File: src/pkg/eic_regs.svh
// register offsets, field positions, reset values and timing counts for the pin front end
`ifndef EIC_REGS_SVH
`define EIC_REGS_SVH

// word byte addresses
`define EIC_ADDR_CTRL      4'h0
`define EIC_ADDR_STATUS    4'h4
`define EIC_ADDR_MASK      4'h8
`define EIC_ADDR_KEYPAD    4'hC
// address width of the slave
`define EIC_AW             4
// ctrl register fields
`define EIC_CTRL_EDGE1     0
`define EIC_CTRL_EDGE2     1
`define EIC_CTRL_TIMER_ZERO_GATE_SELECT     2
`define EIC_CTRL_TIMER_ONE_GATE_SELECT     3
`define EIC_CTRL_CNT0      4
`define EIC_CTRL_CNT1      5
`define EIC_CTRL_KP_EN     6
`define EIC_CTRL_IDLE      7
`define EIC_CTRL_PDOWN     8
`define EIC_CTRL_W         9
`define EIC_CTRL_RESET     9'h000
// keypad register: trigger polarity in bits 7:0, enables in bits 15:8
`define EIC_KP_POL_LSB     0
`define EIC_KP_EN_LSB      8
`define EIC_KP_RESET       16'h0000
// status bits
`define EIC_ST_EXT1        0
`define EIC_ST_EXT2        1
`define EIC_ST_KEYPAD      2
`define EIC_ST_W           3
`define EIC_ST_RESET       3'h0
// keypad hold time in oscillator periods and the derived clock count
`define EIC_KP_HOLD_PERIODS 24
`define EIC_CLK_NS          20
`define EIC_OSC_NS          20
`define EIC_KP_HOLD_CYCLES  ((`EIC_KP_HOLD_PERIODS * `EIC_OSC_NS + `EIC_CLK_NS - 1) / `EIC_CLK_NS)
`define EIC_KP_CNT_W        5
`define EIC_KP_CNT_RESET    5'h00
`define EIC_BYTE_RESET      8'h00
`define EIC_WORD_RESET      32'h00000000

`endif

File: src/pkg/eic_pkg.sv
// types shared by the pin front end
package eic_pkg;
    `include "eic_regs.svh"

    // bus slave phase, one-hot
    typedef enum logic [1:0] {
        EIC_BUS_IDLE = 2'b01,
        EIC_BUS_DONE = 2'b10
    } eic_bus_type;

    // synchroniser state of one group of pins
    typedef struct packed {
        logic [7:0] meta;
        logic [7:0] sync;
        logic [7:0] prev;
    } eic_sync_type;
endpackage

File: src/verilog/eic_sync.sv
// two-flop synchroniser with a delayed copy for edge detection
`timescale 1ns/1ps
module eic_sync (
    // clock and reset
    input  wire logic       clk,
    input  wire logic       rst_n,
    // raw pins
    input  wire logic [7:0] pin_raw,
    // synchronised level and one cycle older copy
    output logic      [7:0] pin_sync,
    output logic      [7:0] pin_prev
);
    import eic_pkg::*;

    eic_sync_type state;       // registered state
    eic_sync_type next_state;  // next value

    // first flop feeds only the second; pins idle high after reset
    always_comb begin
        next_state      = state;
        next_state.meta = pin_raw;
        next_state.sync = state.meta;
        next_state.prev = state.sync;
    end

    // register stage
    always_ff @(posedge clk) begin
        if (!rst_n) begin
            state <= {3{8'hFF}};
        end else begin
            state <= next_state;
        end
    end

    assign pin_sync = state.sync;
    assign pin_prev = state.prev;
endmodule

File: src/verilog/eic_top.sv
// external interrupt, timer gate, counter input and keypad front end with Avalon-MM registers
`timescale 1ns/1ps
module eic_top (
    // clock and reset
    input  wire logic        clk,
    input  wire logic        rst_n,
    // avalon-mm slave
    input  wire logic [3:0]  avs_address,
    input  wire logic        avs_read,
    input  wire logic        avs_write,
    input  wire logic [31:0] avs_writedata,
    output logic      [31:0] avs_readdata,
    output logic             avs_waitrequest,
    // external pins
    input  wire logic        ext_irq_pin_first,
    input  wire logic        ext_irq_pin_second,
    input  wire logic        timer_zero_count_pin,
    input  wire logic        timer_one_count_pin,
    input  wire logic [7:0]  keypad_input_lines,
    // towards timers and cpu
    output logic             timer_zero_run,
    output logic             timer_one_run,
    output logic             timer_zero_count_pulse,
    output logic             timer_one_count_pulse,
    output logic             cpu_clock_stop,
    output logic             periph_clock_stop,
    output logic             wake_request,
    output logic             irq
);
    import eic_pkg::*;

    // whole module state
    typedef struct packed {
        eic_bus_type                 bus;
        logic [31:0]                 rdata;
        logic [`EIC_CTRL_W-1:0]      ctrl;
        logic [`EIC_ST_W-1:0]        status;
        logic [`EIC_ST_W-1:0]        mask;
        logic [15:0]                 keypad_control_register;
        logic [7:0]                  kp_source;
        logic [7:0][`EIC_KP_CNT_W-1:0] kp_count; // packed, so the whole state stays one packed struct
        logic                        t0_run;
        logic                        t1_run;
        logic                        t0_pulse;
        logic                        t1_pulse;
        logic                        cpu_stop;
        logic                        per_stop;
        logic                        wake;
        logic                        irq;
    } eic_state_type;

    eic_state_type state;       // registered state
    eic_state_type next_state;  // next value

    logic [7:0] misc_sync;      // synchronised single pins
    logic [7:0] misc_prev;      // one cycle older copy
    logic [7:0] kp_sync;        // synchronised keypad lines
    logic [7:0] kp_new;         // keypad lines reaching the hold time this cycle
    logic       kp_hit;         // enabled keypad event this cycle, seen by the checks too
    logic [7:0] misc_raw;       // single pins gathered
    logic       ext1_lvl;       // first pin, synchronised
    logic       ext2_lvl;       // second pin, synchronised
    logic       ext1_fall;      // first pin falling edge
    logic       ext2_fall;      // second pin falling edge
    logic       t0_fall;        // timer zero pin falling edge
    logic       t1_fall;        // timer one pin falling edge

    // falling edge from a synchronised level and its older copy
    function automatic logic fell(input logic now, input logic old);
        return old & ~now;
    endfunction

    assign misc_raw = {4'hF, timer_one_count_pin, timer_zero_count_pin, ext_irq_pin_second, ext_irq_pin_first};

    // pins synchronised before any edge, level or hold logic
    eic_sync u_sync_misc (
        .clk      (clk),
        .rst_n    (rst_n),
        .pin_raw  (misc_raw),
        .pin_sync (misc_sync),
        .pin_prev (misc_prev)
    );

    eic_sync u_sync_kp (
        .clk      (clk),
        .rst_n    (rst_n),
        .pin_raw  (keypad_input_lines),
        .pin_sync (kp_sync),
        .pin_prev ()
    );

    // edge and level views of the single pins
    assign ext1_lvl  = misc_sync[0];
    assign ext2_lvl  = misc_sync[1];
    assign ext1_fall = fell(misc_sync[0], misc_prev[0]);
    assign ext2_fall = fell(misc_sync[1], misc_prev[1]);
    assign t0_fall   = fell(misc_sync[2], misc_prev[2]);
    assign t1_fall   = fell(misc_sync[3], misc_prev[3]);

    // next state: bus slave, flags, gates, counters and keypad timers
    always_comb begin
        logic [`EIC_ST_W-1:0] set_ev;
        logic [`EIC_ST_W-1:0] clr_ev;
        logic                 kp_active;
        set_ev    = '0;
        clr_ev    = '0;
        kp_hit    = 1'b0;
        kp_new    = '0;
        kp_active = 1'b0;
        next_state = state;

        // external interrupt sources, edge or level by select bit
        if (state.ctrl[`EIC_CTRL_EDGE1]) begin
            set_ev[`EIC_ST_EXT1] = ext1_fall;
        end else begin
            set_ev[`EIC_ST_EXT1] = ~ext1_lvl;
        end
        if (state.ctrl[`EIC_CTRL_EDGE2]) begin
            set_ev[`EIC_ST_EXT2] = ext2_fall;
        end else begin
            set_ev[`EIC_ST_EXT2] = ~ext2_lvl;
        end

        // keypad hold counters; an enabled line at its trigger level counts up, else restarts
        for (int i = 0; i < 8; i++) begin
            kp_active = state.keypad_control_register[`EIC_KP_EN_LSB + i]
                        & (kp_sync[i] == state.keypad_control_register[`EIC_KP_POL_LSB + i]);
            if (!kp_active) begin
                next_state.kp_count[i] = `EIC_KP_CNT_RESET;
            end else if (state.kp_count[i] != `EIC_KP_CNT_W'(`EIC_KP_HOLD_CYCLES)) begin
                next_state.kp_count[i] = state.kp_count[i] + `EIC_KP_CNT_W'(1);
                // fire once, on reaching the hold time
                if (state.kp_count[i] == `EIC_KP_CNT_W'(`EIC_KP_HOLD_CYCLES - 1)) begin
                    kp_new[i] = 1'b1;
                end
            end
        end
        kp_hit = state.ctrl[`EIC_CTRL_KP_EN] & (|kp_new);
        set_ev[`EIC_ST_KEYPAD] = kp_hit;
        // source lines accumulate until software writes the keypad register
        next_state.kp_source = state.kp_source | (kp_hit ? kp_new : 8'h00);

        // gate: pin high lets timer run; without gate it runs freely
        next_state.t0_run = ~state.ctrl[`EIC_CTRL_TIMER_ZERO_GATE_SELECT] | ext1_lvl;
        next_state.t1_run = ~state.ctrl[`EIC_CTRL_TIMER_ONE_GATE_SELECT] | ext2_lvl;
        // count pulses only in counter mode
        next_state.t0_pulse = state.ctrl[`EIC_CTRL_CNT0] & t0_fall;
        next_state.t1_pulse = state.ctrl[`EIC_CTRL_CNT1] & t1_fall;

        // bus slave: one wait cycle, answer on the second
        next_state.bus = EIC_BUS_IDLE;
        unique case (state.bus)
            EIC_BUS_IDLE: begin
                if (avs_read | avs_write) begin
                    next_state.bus = EIC_BUS_DONE;
                    next_state.rdata = `EIC_WORD_RESET;
                    unique case (avs_address)
                        `EIC_ADDR_CTRL:   next_state.rdata[`EIC_CTRL_W-1:0] = state.ctrl;
                        `EIC_ADDR_STATUS: next_state.rdata[`EIC_ST_W-1:0] = state.status;
                        `EIC_ADDR_MASK:   next_state.rdata[`EIC_ST_W-1:0] = state.mask;
                        `EIC_ADDR_KEYPAD: next_state.rdata = {8'h00, state.kp_source, state.keypad_control_register};
                        default:          next_state.rdata = `EIC_WORD_RESET;
                    endcase
                end
            end
            EIC_BUS_DONE: begin
                if (avs_write) begin
                    unique case (avs_address)
                        `EIC_ADDR_CTRL:   next_state.ctrl = avs_writedata[`EIC_CTRL_W-1:0];
                        `EIC_ADDR_STATUS: clr_ev = avs_writedata[`EIC_ST_W-1:0];
                        `EIC_ADDR_MASK:   next_state.mask = avs_writedata[`EIC_ST_W-1:0];
                        `EIC_ADDR_KEYPAD: begin
                            next_state.keypad_control_register = avs_writedata[15:0];
                            // clearing the record; a same-cycle hit survives
                            next_state.kp_source = kp_hit ? kp_new : `EIC_BYTE_RESET;
                        end
                        default: ;
                    endcase
                end
            end
        endcase

        // sticky flags, set wins over write-one-to-clear
        next_state.status = (state.status & ~clr_ev) | set_ev;

        // idle stops cpu only; power down also freezes peripherals
        next_state.cpu_stop = state.ctrl[`EIC_CTRL_IDLE] | state.ctrl[`EIC_CTRL_PDOWN];
        next_state.per_stop = state.ctrl[`EIC_CTRL_PDOWN];
        // unmasked pin events still wake the device even with clocks frozen
        next_state.wake = |(set_ev & state.mask);
        if (next_state.wake) begin
            next_state.ctrl[`EIC_CTRL_IDLE]  = 1'b0;
            next_state.ctrl[`EIC_CTRL_PDOWN] = 1'b0;
        end
        next_state.irq = |(next_state.status & next_state.mask);
    end

    // register stage
    always_ff @(posedge clk) begin
        if (!rst_n) begin
            state.bus    <= EIC_BUS_IDLE;
            state.rdata  <= `EIC_WORD_RESET;
            state.ctrl   <= `EIC_CTRL_RESET;
            state.status <= `EIC_ST_RESET;
            state.mask   <= `EIC_ST_RESET;
            state.keypad_control_register <= `EIC_KP_RESET;
            state.kp_source <= `EIC_BYTE_RESET;
            for (int i = 0; i < 8; i++) begin
                state.kp_count[i] <= `EIC_KP_CNT_RESET;
            end
            state.t0_run   <= 1'b1;
            state.t1_run   <= 1'b1;
            state.t0_pulse <= 1'b0;
            state.t1_pulse <= 1'b0;
            state.cpu_stop <= 1'b0;
            state.per_stop <= 1'b0;
            state.wake     <= 1'b0;
            state.irq      <= 1'b0;
        end else begin
            state <= next_state;
        end
    end

    // outputs straight from flops
    assign avs_readdata           = state.rdata;
    // the idle bit of the one-hot phase is the wait flag itself, no gate after the flop
    assign avs_waitrequest        = state.bus[0];
    assign timer_zero_run         = state.t0_run;
    assign timer_one_run          = state.t1_run;
    assign timer_zero_count_pulse = state.t0_pulse;
    assign timer_one_count_pulse  = state.t1_pulse;
    assign cpu_clock_stop         = state.cpu_stop;
    assign periph_clock_stop      = state.per_stop;
    assign wake_request           = state.wake;
    assign irq                    = state.irq;

    // level mode keeps the first flag set while the pin stays low
    chk_level_first_flag: assert property (@(posedge clk) disable iff (!rst_n)
        (!state.ctrl[`EIC_CTRL_EDGE1] && !ext1_lvl) |=> state.status[`EIC_ST_EXT1])
        else $error("first flag not set by low level");

    // edge mode sets the second flag one cycle after a fall
    chk_edge_second_flag: assert property (@(posedge clk) disable iff (!rst_n)
        (state.ctrl[`EIC_CTRL_EDGE2] && ext2_fall) |=> state.status[`EIC_ST_EXT2])
        else $error("second flag missed falling edge");

    // edge mode without a fall and without a prior flag leaves it clear
    chk_edge_first_quiet: assert property (@(posedge clk) disable iff (!rst_n)
        (state.ctrl[`EIC_CTRL_EDGE1] && !ext1_fall && !state.status[`EIC_ST_EXT1]) |=> !state.status[`EIC_ST_EXT1])
        else $error("first flag set without edge");

    // gated timer zero follows the first pin
    chk_gate_zero_run: assert property (@(posedge clk) disable iff (!rst_n)
        state.ctrl[`EIC_CTRL_TIMER_ZERO_GATE_SELECT] |=> (timer_zero_run == $past(ext1_lvl)))
        else $error("timer zero gate wrong");

    // gated timer one follows the second pin
    chk_gate_one_run: assert property (@(posedge clk) disable iff (!rst_n)
        state.ctrl[`EIC_CTRL_TIMER_ONE_GATE_SELECT] |=> (timer_one_run == $past(ext2_lvl)))
        else $error("timer one gate wrong");

    // timer zero pulses only on falls in counter mode; timer one pulses on every fall in counter mode
    chk_count_zero_pulse: assert property (@(posedge clk) disable iff (!rst_n)
        timer_zero_count_pulse |-> $past(t0_fall) && $past(state.ctrl[`EIC_CTRL_CNT0]))
        else $error("timer zero pulse without cause");

    chk_count_one_pulse: assert property (@(posedge clk) disable iff (!rst_n)
        (state.ctrl[`EIC_CTRL_CNT1] && t1_fall) |=> timer_one_count_pulse)
        else $error("timer one pulse missed");

    // keypad flag rises only after some enabled line reached its hold time
    chk_keypad_hold: assert property (@(posedge clk) disable iff (!rst_n)
        $rose(state.status[`EIC_ST_KEYPAD]) |-> $past(kp_new != 8'h00))
        else $error("keypad flag without hold");

    // keypad hit is recorded in the source bits
    chk_keypad_source: assert property (@(posedge clk) disable iff (!rst_n)
        kp_hit |=> ((state.kp_source & $past(kp_new)) == $past(kp_new)))
        else $error("keypad source not recorded");

    // power down always stops the cpu too
    chk_pdown_stop: assert property (@(posedge clk) disable iff (!rst_n)
        periph_clock_stop |-> cpu_clock_stop)
        else $error("power down without cpu stop");
endmodule

File: config.mk
export PLATFORM = sky130hd
export DESIGN_NAME = eic_top
export DESIGN_NICKNAME = d
export VERILOG_FILES = /design/src/pkg/eic_pkg.sv /design/src/verilog/eic_sync.sv /design/src/verilog/eic_top.sv
export VERILOG_INCLUDE_DIRS = /design/src /design/src/pkg
export SDC_FILE = /design/constraint.sdc
export NUM_CORES = 1
export LEC_CHECK = 0
export ABC_AREA = 1
export ABC_CLOCK_PERIOD_IN_PS = 3050
export BUFFER_PORTS_ARGS = -buffer_cell sky130_fd_sc_hd__buf_4
export CELL_PAD_IN_SITES_DETAIL_PLACEMENT = 0
export CELL_PAD_IN_SITES_GLOBAL_PLACEMENT = 1
export CORE_MARGIN = 2
export CORE_UTILIZATION = 39
export CTS_CLUSTER_DIAMETER = 80
export DETAILED_ROUTE_END_ITERATION = 6
export PLACE_DENSITY_LB_ADDON = 0.3
export SYNTH_ARGS = -nofsm -noshare
export SYNTH_HDL_FRONTEND = slang
export SYNTH_SLANG_ARGS = --single-unit
File: constraint.sdc
create_clock -name clk -period 3.05 [get_ports clk]
set_clock_uncertainty 0.15 [all_clocks]
set_input_delay 0.305 -clock clk [delete_from_list [all_inputs] [get_ports clk]]
set_output_delay 0.305 -clock clk [all_outputs]
set_load 0.005 [all_outputs]
Word level (Yosys, flattened, before mapping)
Index checks and enable logic that the tools add are counted. Widths: inputs -> output; s select.

Register bits after elaboration: 149. Output and inout port bits: 41.

$add $sub $neg: 8. Equal/unequal tests: 29. Multiplexer cells: 38. Bitwise logic cells: 32. Reduce and logical (&&, ||, !) cells: 17.

Operators by type and width (count): $mux 27 (2); $add 5x1->5 const B (8); $eq 5x5->1 const B (8); $ne 5x5->1 const B (8); $mux 34 (1); $mux 1 (26); $mux 24 (1); $reduce_and 2->1 (10); $and 1x1->1 (15); $mux 15 (1); $mux 3 (4); $pmux 3 s4 (1); $pmux 6 s2 (1); $and 3x3->3 (3); $eq 1x1->1 (8); $eq 4x4->1 const B (2); $mux 8 (1); $or 8x8->8 (1); $reduce_or 8->1 (1); $not 1->1 (7); $reduce_and 3->1 (2); $reduce_or 3->1 (2); $eq 4x3->1 const B (1); $logic_not 4->1 (1); other kinds (6) (9).

Depth between registers and ports, before layout
Gate-level depths: netlist (run 1).

Depth after elaboration: 13. Depth in mapped cells: 11. Mapped depth without buffers: 11.

Cells and area by module
From an unflattened synthesis (run 1), not the netlist that was laid out.

Cells, all modules: 852. Area, all modules: 6703.9 µm².

Modules (own cells, without submodules): eic_top (times used 1, cells each 688, area each 5217.5 µm², sequential area each 2262.2 µm²); eic_sync (times used 2, cells each 82, area each 743.2 µm², sequential area each 480.5 µm²).

Worst setup path before layout (run 1)
Ideal clock, no wire load.

Path kind: input port to flip-flop. Start point: input avs_address[1]. End point: register state[64] in the netlist's numbering. Arrival time: 1.253 ns. Slack: 1.530 ns. Cell stages on the path: 9. Cell sequence: nor2_2 > inv_2 > nor3_4 > inv_2 > nor2_4 > inv_4 > buf_6 > o21ai_1 > a21oi_1.

Word-level cells in the longest chain between the ends: 2.

RTL lines: from (decl) (RTL line eic_top.sv:8) `input wire logic [3:0] avs_address,`; $eq 4x4->1 (RTL line eic_top.sv:168) `unique case (avs_address)`; $reduce_and 3->1 (no line); to (signal assigned) (RTL line eic_top.sv:220) `state <= next_state;`; to (decl) (RTL line eic_top.sv:52) `eic_state_type state;`.

No other way between the ends. A chain may end at the register's enable or synchronous reset.

Final worst setup path (run 1)
Start point: register state (netlist bit avs_waitrequest). End point: register state (netlist bit avs_readdata[5]).

Word-level cells in the longest chain between the ends: 2.

RTL lines: $eq 2x1->1 (RTL line eic_top.sv:152) `unique case (state.bus)`; $reduce_and 2->1 (no line).

No other way between the ends.

==> flow_metrics.py, run 1 <==
metrics = {
    "routing": {
        "drc": 0,
        "ant_nets": 0,
        "routedWlPerCell_um": 13.03,
        "drt_iter0_markers": 268,
        "vias_per_cell": 4.756,
        "num_vias": 4794,
        "totalWireLength_mm": 13.13,
        "detail_route.first_pass.iterations": 4,
    },
    "setup_path": {
        "end_kind": "flip-flop",
        "r2r-end": "avs_readdata[5]",
        "slowest_stage": "dfxtp_1",
        "startpoint": "avs_waitrequest",
        "cp-start-kind": "flip-flop",
        "worstPathRequired_ns": 3.24,
        "critPathMaxStageDelay_ns": 0.33,
        "cp_max_fo": 25,
        "r2r_start": "avs_waitrequest",
        "path_cells": "inv_1, nor3_4, inv_2, nor2_2, nand2_1, o21ai_0",
        "crit_arrival_ns": 2.06,
        "path_class": "flip-flop to flip-flop",
        "reg2reg_slack_ns": 1.19,
        "r2r_cells": 6,
    },
    "placement": {
        "dp.cells": 959,
        "gp_congestion": 0.8359,
        "dp_slack_ns": 0.9808,
        "port_buffers": 68,
        "hpwl_mm": 9.300,
    },
    "power_and_ir_drop": {
        "vdd_drop_max_mv": 0.3894,
        "share_comb_of_total_power": 0.041,
        "p_clk_frac": 0.481,
        "leakage_nw": 2.913,
        "intPower_mw": 3.081,
        "power.density_nw_per_um2": 551.2,
        "seqPwrFrac": 0.478,
        "p_switching_mw": 0.8362,
        "swShare": 0.2135,
    },
    "clocking": {
        "clk_pin_slew_worst_paths_ns": 0.06,
        "clkSinkCount": 141,
        "clock-root-buffer": "clkbuf_16",
        "cts_buffers": 17,
        "ctsHtreeMaxLevel": 4,
        "clk-insertion-delay-late_ns": 0.42,
        "tritoncts": "yes",
        "holdBufCountCts": 19,
        "cts_buffer_depth": 2,
        "cts_resized": 0,
        "postCtsSetupRepairBufs": 0,
    },
    "global_routing": {
        "grt_overflow_total": 0,
        "grt_start_max_net_pins": 48,
        "grt_usage": 0.1708,
        "antenna_found_initial": 0,
        "grt_pass1_wl_mm": 21.82,
        "grt_pass1_vias": 4658,
    },
    "yosys": {
        "avgSynthCellArea_um2": 7.970,
        "ys_seq_area_frac": 0.4760,
        "yosysWarnings": 0,
        "ys.flop_type": "dfxtp_1",
        "synthAdderAreaFrac": 0.03376,
        "synth-simple-area-share": 0.2340,
        "synth_top_family_by_area": "simple AND/OR/NAND/NOR gates",
        "synth_xor_area_frac": 0.01034,
        "async_flop_share": 0,
        "synth_compound_area_frac": 0.1253,
        "synth_area_um2": 5929,
        "synth-edff-count": 0,
        "ys_seq_elements": 141,
        "synthesis.instances": 744,
        "synthMuxAreaShare": 0,
        "ys_types": 37,
    },
    "floorplanning": {
        "start_util": 0.3944,
        "rows": 45,
        "die_y_um": 127.3,
        "die_area_um2": 16210,
        "die_x_um": 127.3,
        "io_pins": 93,
        "core_area_um2": 15030,
    },
    "layout": {
        "insertedDiodeCount": 0,
        "final_util": 0.4727,
        "syn2layout_area_growth_pct": 19.86,
        "mostFrequentLayoutCells": "dfxtp_1 (141), nand2_1 (127), inv_1 (91)",
        "finalNonFillerCells": 1008,
        "layout_commonest_cell": "dfxtp_1",
        "layout-drive-gt1-share": 0.1841,
        "nets": 877,
        "nFillCells": 1460,
    },
    "sta": {
        "fmax_ghz": 0.5367,
        "rsz0062_at_grt": "false",
        "min_period_ns": 1.863,
        "setup_viol": 0,
        "setup_slack_ns": 1.187,
        "tns_ns": 0,
        "slew_violations": 0,
        "finalCritPeriodShare": 0.6109,
        "finalHoldWorstSlack_ns": 0.01416,
        "tightest_slew_ns": 0.5504,
        "hold_viol": 0,
        "slew_headroom": 0.6325,
    },
    "hold_path": {
        "whs_path_depth": 3,
        "hold_start": "avs_writedata[6]",
        "hold_path_class": "input port to flip-flop",
        "hold-path-endpoint": "state[62]",
    },
    "run_status": {
        "status": "finished, final reports clean",
    },
    "job": {
        "cap_viol_max_count": 0,
    },
}
## state kept, by name, summed over array words and instances, names as in the netlist
| register | flops |
|---|---|
| avs_waitrequest | 1 |
| u_sync_misc.pin_prev | 4 |
| periph_clock_stop | 1 |
| next_state | 1 |
| timer_one_count_pulse | 1 |
| timer_one_run | 1 |
| irq | 1 |
| u_sync_kp.pin_sync | 8 |
| wake_request | 1 |
| avs_readdata | 24 |
| timer_zero_run | 1 |
| timer_zero_count_pulse | 1 |
| cpu_clock_stop | 1 |
| u_sync_misc.pin_sync | 4 |
| state | 79 |
| u_sync_kp.next_state | 8 |
| u_sync_misc.next_state | 4 |
## cell families after synthesis
family | after synthesis
simple gates | 297
buf+inv | 149
flops | 141
compound gates | 133
fa+ha+maj | 16
xor+xnor | 7
other cells | 1
## per-stage QoR
step                power, mW  area, µm²
CTS                     3.968       7107
floorplan               1.993       5956
global placement        2.052       6384
finish                  3.917       7107
detailed placement      2.055       6384
global route            4.056       7107
## critical path, delay by kind of cell (launching register included)
family          cells  cell delay [ns]
compound gates      1             0.21
buf+inv             2             0.37
flops               1             0.33
simple gates        3             0.74
## per-layer routing
layer | vias to the layer above | track usage | wire (µm)
li1 | 2474 | - | -
met1 | 2213 | 0.2115 | 6083
met2 | 95 | 0.2847 | 6174
met3 | 12 | 0.04690 | 678
met4 | 0 | 0.06399 | 195
met5 | - | 0 | 0
## worst max-delay path by stage
| stage | endpoint | slack [ns] |
|---|---|---|
| floorplan | state[64] | 1.53 |
| global placement | state[57] | 1.06 |
| detailed placement | state[56] | 0.98 |
| CTS | avs_readdata[5] | 1.14 |
| global route | avs_readdata[5] | 0.94 |
| finish | avs_readdata[5] | 1.19 |
## area by class of cell
class                   count  area (µm²)  area share
multi-input cells         461        2422      0.3408
inverters                  98       370.4     0.05211
flip-flops and latches    141        2823      0.3972
clock inverters             8       68.82    0.009683
clock buffers              22       464.2     0.06532
well taps                 188       235.2     0.03310
repair buffers             90       723.2      0.1018
## power by group through the flow
stage	combinational, mW	clock [mW]	sequential, mW
5_1_grt	0.178	2.01	1.87
4_1_cts	0.163	1.93	1.87
6_report	0.161	1.88	1.87
3_5_place_dp	0.144	0	1.91
3_3_place_gp	0.141	0	1.91
2_1_floorplan	0.0835	0	1.91
## cell usage after synthesis, types with 2 or more instances
| library cell | count | area share |
|---|---|---|
| ha_1 | 16 | 0.034 |
| nand2_2 | 2 | 0.0021 |
| nor3_1 | 11 | 0.0093 |
| clkbuf_1 | 11 | 0.0070 |
| nand3_1 | 30 | 0.025 |
| a21oi_2 | 4 | 0.0059 |
| a21boi_0 | 2 | 0.0025 |
| inv_1 | 91 | 0.058 |
| or2_2 | 29 | 0.031 |
| buf_2 | 2 | 0.0017 |
| nand4_1 | 7 | 0.0074 |
| or2_1 | 3 | 0.0032 |
| inv_2 | 6 | 0.0038 |
| nor3_4 | 2 | 0.0055 |
| nor2_1 | 60 | 0.038 |
| a22oi_1 | 15 | 0.019 |
| dfxtp_1 | 141 | 0.48 |
| nor2_2 | 2 | 0.0021 |
| buf_4 | 33 | 0.042 |
| o21ai_0 | 51 | 0.043 |
| or3_1 | 3 | 0.0032 |
| buf_1 | 2 | 0.0013 |
| o21ai_2 | 4 | 0.0059 |
| nand2_1 | 127 | 0.080 |
| buf_6 | 3 | 0.0057 |
| nand3b_1 | 13 | 0.016 |
| nor4_1 | 5 | 0.0053 |
| xor2_1 | 7 | 0.010 |
| a21oi_1 | 52 | 0.044 |
| o21ai_1 | 3 | 0.0025 |
Note: power is estimated with default switching activity, not from simulation.
==> inputs of run 2 (changes only) <==
ABC_CLOCK_PERIOD_IN_PS = 1700   (was 3050)
CORE_UTILIZATION = 37   (was 39)
clock period = 1.7 ns   (was 3.05 ns; I/O delays follow)
==> flow_metrics.py, run 2 (synthesis results as in run 1) <==
metrics = {
    "layout": {
        "syn2layout_area_growth_pct": 29.54,
        "layout_commonest_cell": "dfxtp_1",
        "mostFrequentLayoutCells": "dfxtp_1 (138), nand2_1 (117), buf_4 (101)",
        "insertedDiodeCount": 0,
        "top_register": "state",
        "largest_reg_flops": 79,
        "layout-drive-gt1-share": 0.2584,
        "nets": 919,
    },
    "sta": {
        "hold_viol": 0,
        "setup_slack_ns": 0.1101,
        "rsz0062_at_grt": "true",
        "slew_headroom": 0.6422,
        "slew_violations": 0,
        "fmax_ghz": 0.6290,
        "finalHoldWorstSlack_ns": 0.1516,
        "min_period_ns": 1.590,
        "finalCritPeriodShare": 0.9353,
        "setup_viol": 0,
        "tightest_slew_ns": 0.5360,
    },
    "clocking": {
        "clkSinkCount": 141,
        "ctsHtreeMaxLevel": 4,
        "tritoncts": "yes",
        "clk-insertion-delay-late_ns": 0.41,
        "cts_buffers": 17,
        "clock-root-buffer": "clkbuf_16",
        "postCtsSetupRepairBufs": 0,
        "cts_buffer_depth": 2,
        "clk_pin_slew_worst_paths_ns": 0.06,
    },
    "floorplanning": {
        "start_util": 0.3760,
        "core_area_um2": 15770,
        "die_y_um": 130.6,
        "die_area_um2": 17050,
        "die_x_um": 130.6,
        "io_pins": 93,
        "rows": 46,
    },
    "setup_path": {
        "cp_max_fo": 5,
        "cp-start-kind": "flip-flop",
        "end_kind": "flip-flop",
        "worstPathRequired_ns": 1.86,
        "path_class": "flip-flop to flip-flop",
        "crit_arrival_ns": 1.75,
    },
    "global_routing": {
        "grt_overflow_total": 0,
        "grt_pass1_vias": 4755,
        "grt_usage": 0.1653,
        "antenna_found_initial": 0,
        "grt_start_max_net_pins": 48,
        "grt_pass1_wl_mm": 22.07,
    },
    "placement": {
        "port_buffers": 68,
        "gp_congestion": 0.7802,
        "dp_slack_ns": -0.03414,
        "hpwl_mm": 9.651,
    },
    "power_and_ir_drop": {
        "vdd_drop_max_mv": 0.6493,
        "power_mw": 7.107,
        "power.density_nw_per_um2": 925.2,
        "leakage_nw": 3.130,
    },
    "routing": {
        "met3_length_um": 513,
        "met1_length_mm": 6.443,
        "highest_layer": "met4",
        "vias_per_cell": 4.594,
        "totalWireLength_mm": 13.37,
        "num_vias": 4957,
        "detail_route.first_pass.iterations": 4,
        "routedWlPerCell_um": 12.39,
        "ant_nets": 0,
        "drt_iter0_markers": 183,
        "drc": 0,
        "wl_met2_mm": 6.186,
    },
    "job": {
        "cap_viol_max_count": 0,
    },
    "run_status": {
        "status": "finished, final reports clean",
    },
    "hold_path": {
        "hold_path_class": "input port to flip-flop",
    },
}
==> run 2: cell type report <==
| class | count | area (µm²) |
|---|---|---|
| Fill cell | 1545 | 8089 |
| Sequential cell | 141 | 2826 |
| Multi-Input combinational cell | 462 | 2597 |
| Timing Repair Buffer | 131 | 1069 |
| Clock buffer | 25 | 485.5 |
| Inverter | 98 | 371.6 |
| Tap cell | 216 | 270.3 |
| Clock inverter | 6 | 61.31 |
==> run 2: layer usage <==
| layer | track usage | vias to the layer above |
|---|---|---|
| met3 | 0.03787 | 16 |
| met2 | 0.2672 | 92 |
| met4 | 0.07134 | 0 |
| met1 | 0.2129 | 2274 |
| li1 | - | 2575 |
| met5 | 0 | - |
==> run 2: critical path, stage by stage, from the launching register on <==
cell     delay [ns]
dfxtp_1        0.31
ha_1           0.20
nand2_1        0.09
nor2_1         0.05
nand3_1        0.14
nand2_2        0.09
nor2_4         0.13
nand2_4        0.10
nand2_2        0.08
nand2_1        0.06
nand2_1        0.05
nand2_1        0.04
==> run 2: timing repair <==
item,CTS,global route
endpoints found under the hold margin,44,0
setup endpoints to repair,3,27
hold buffers,29,0
cloned,1,0
resized for setup,2,48
pin swaps,1,12
==> run 2: metrics by stage <==
stage	util	TNS, ns	instance area (µm²)	std cells
finish	0.4871	0	7681	1079
global route	0.4871	-0.1232	7681	1079
CTS	0.4762	0	7510	1079
detailed placement	0.4226	-0.07031	6664	1018
global placement	0.4226	-0.01412	6664	1018
floorplan	-	0	5956	751
==> run 2: where the power goes <==
group	total [mW]	switching, mW	internal (mW)
combinational	0.330	0.167	0.163
clock	3.42	1.30	2.11
sequential	3.36	0.0152	3.34
==> run 2: final timing paths <==
check	start	end	slack (ns)	cells after the start
hold / removal	avs_write	state[120]	0.15	5
setup reg to reg	state[38]	irq	0.11	11
hold reg to reg	u_sync_misc.next_state[9]	u_sync_misc.pin_sync[1]	0.26	1
setup / recovery	state[38]	irq	0.11	11
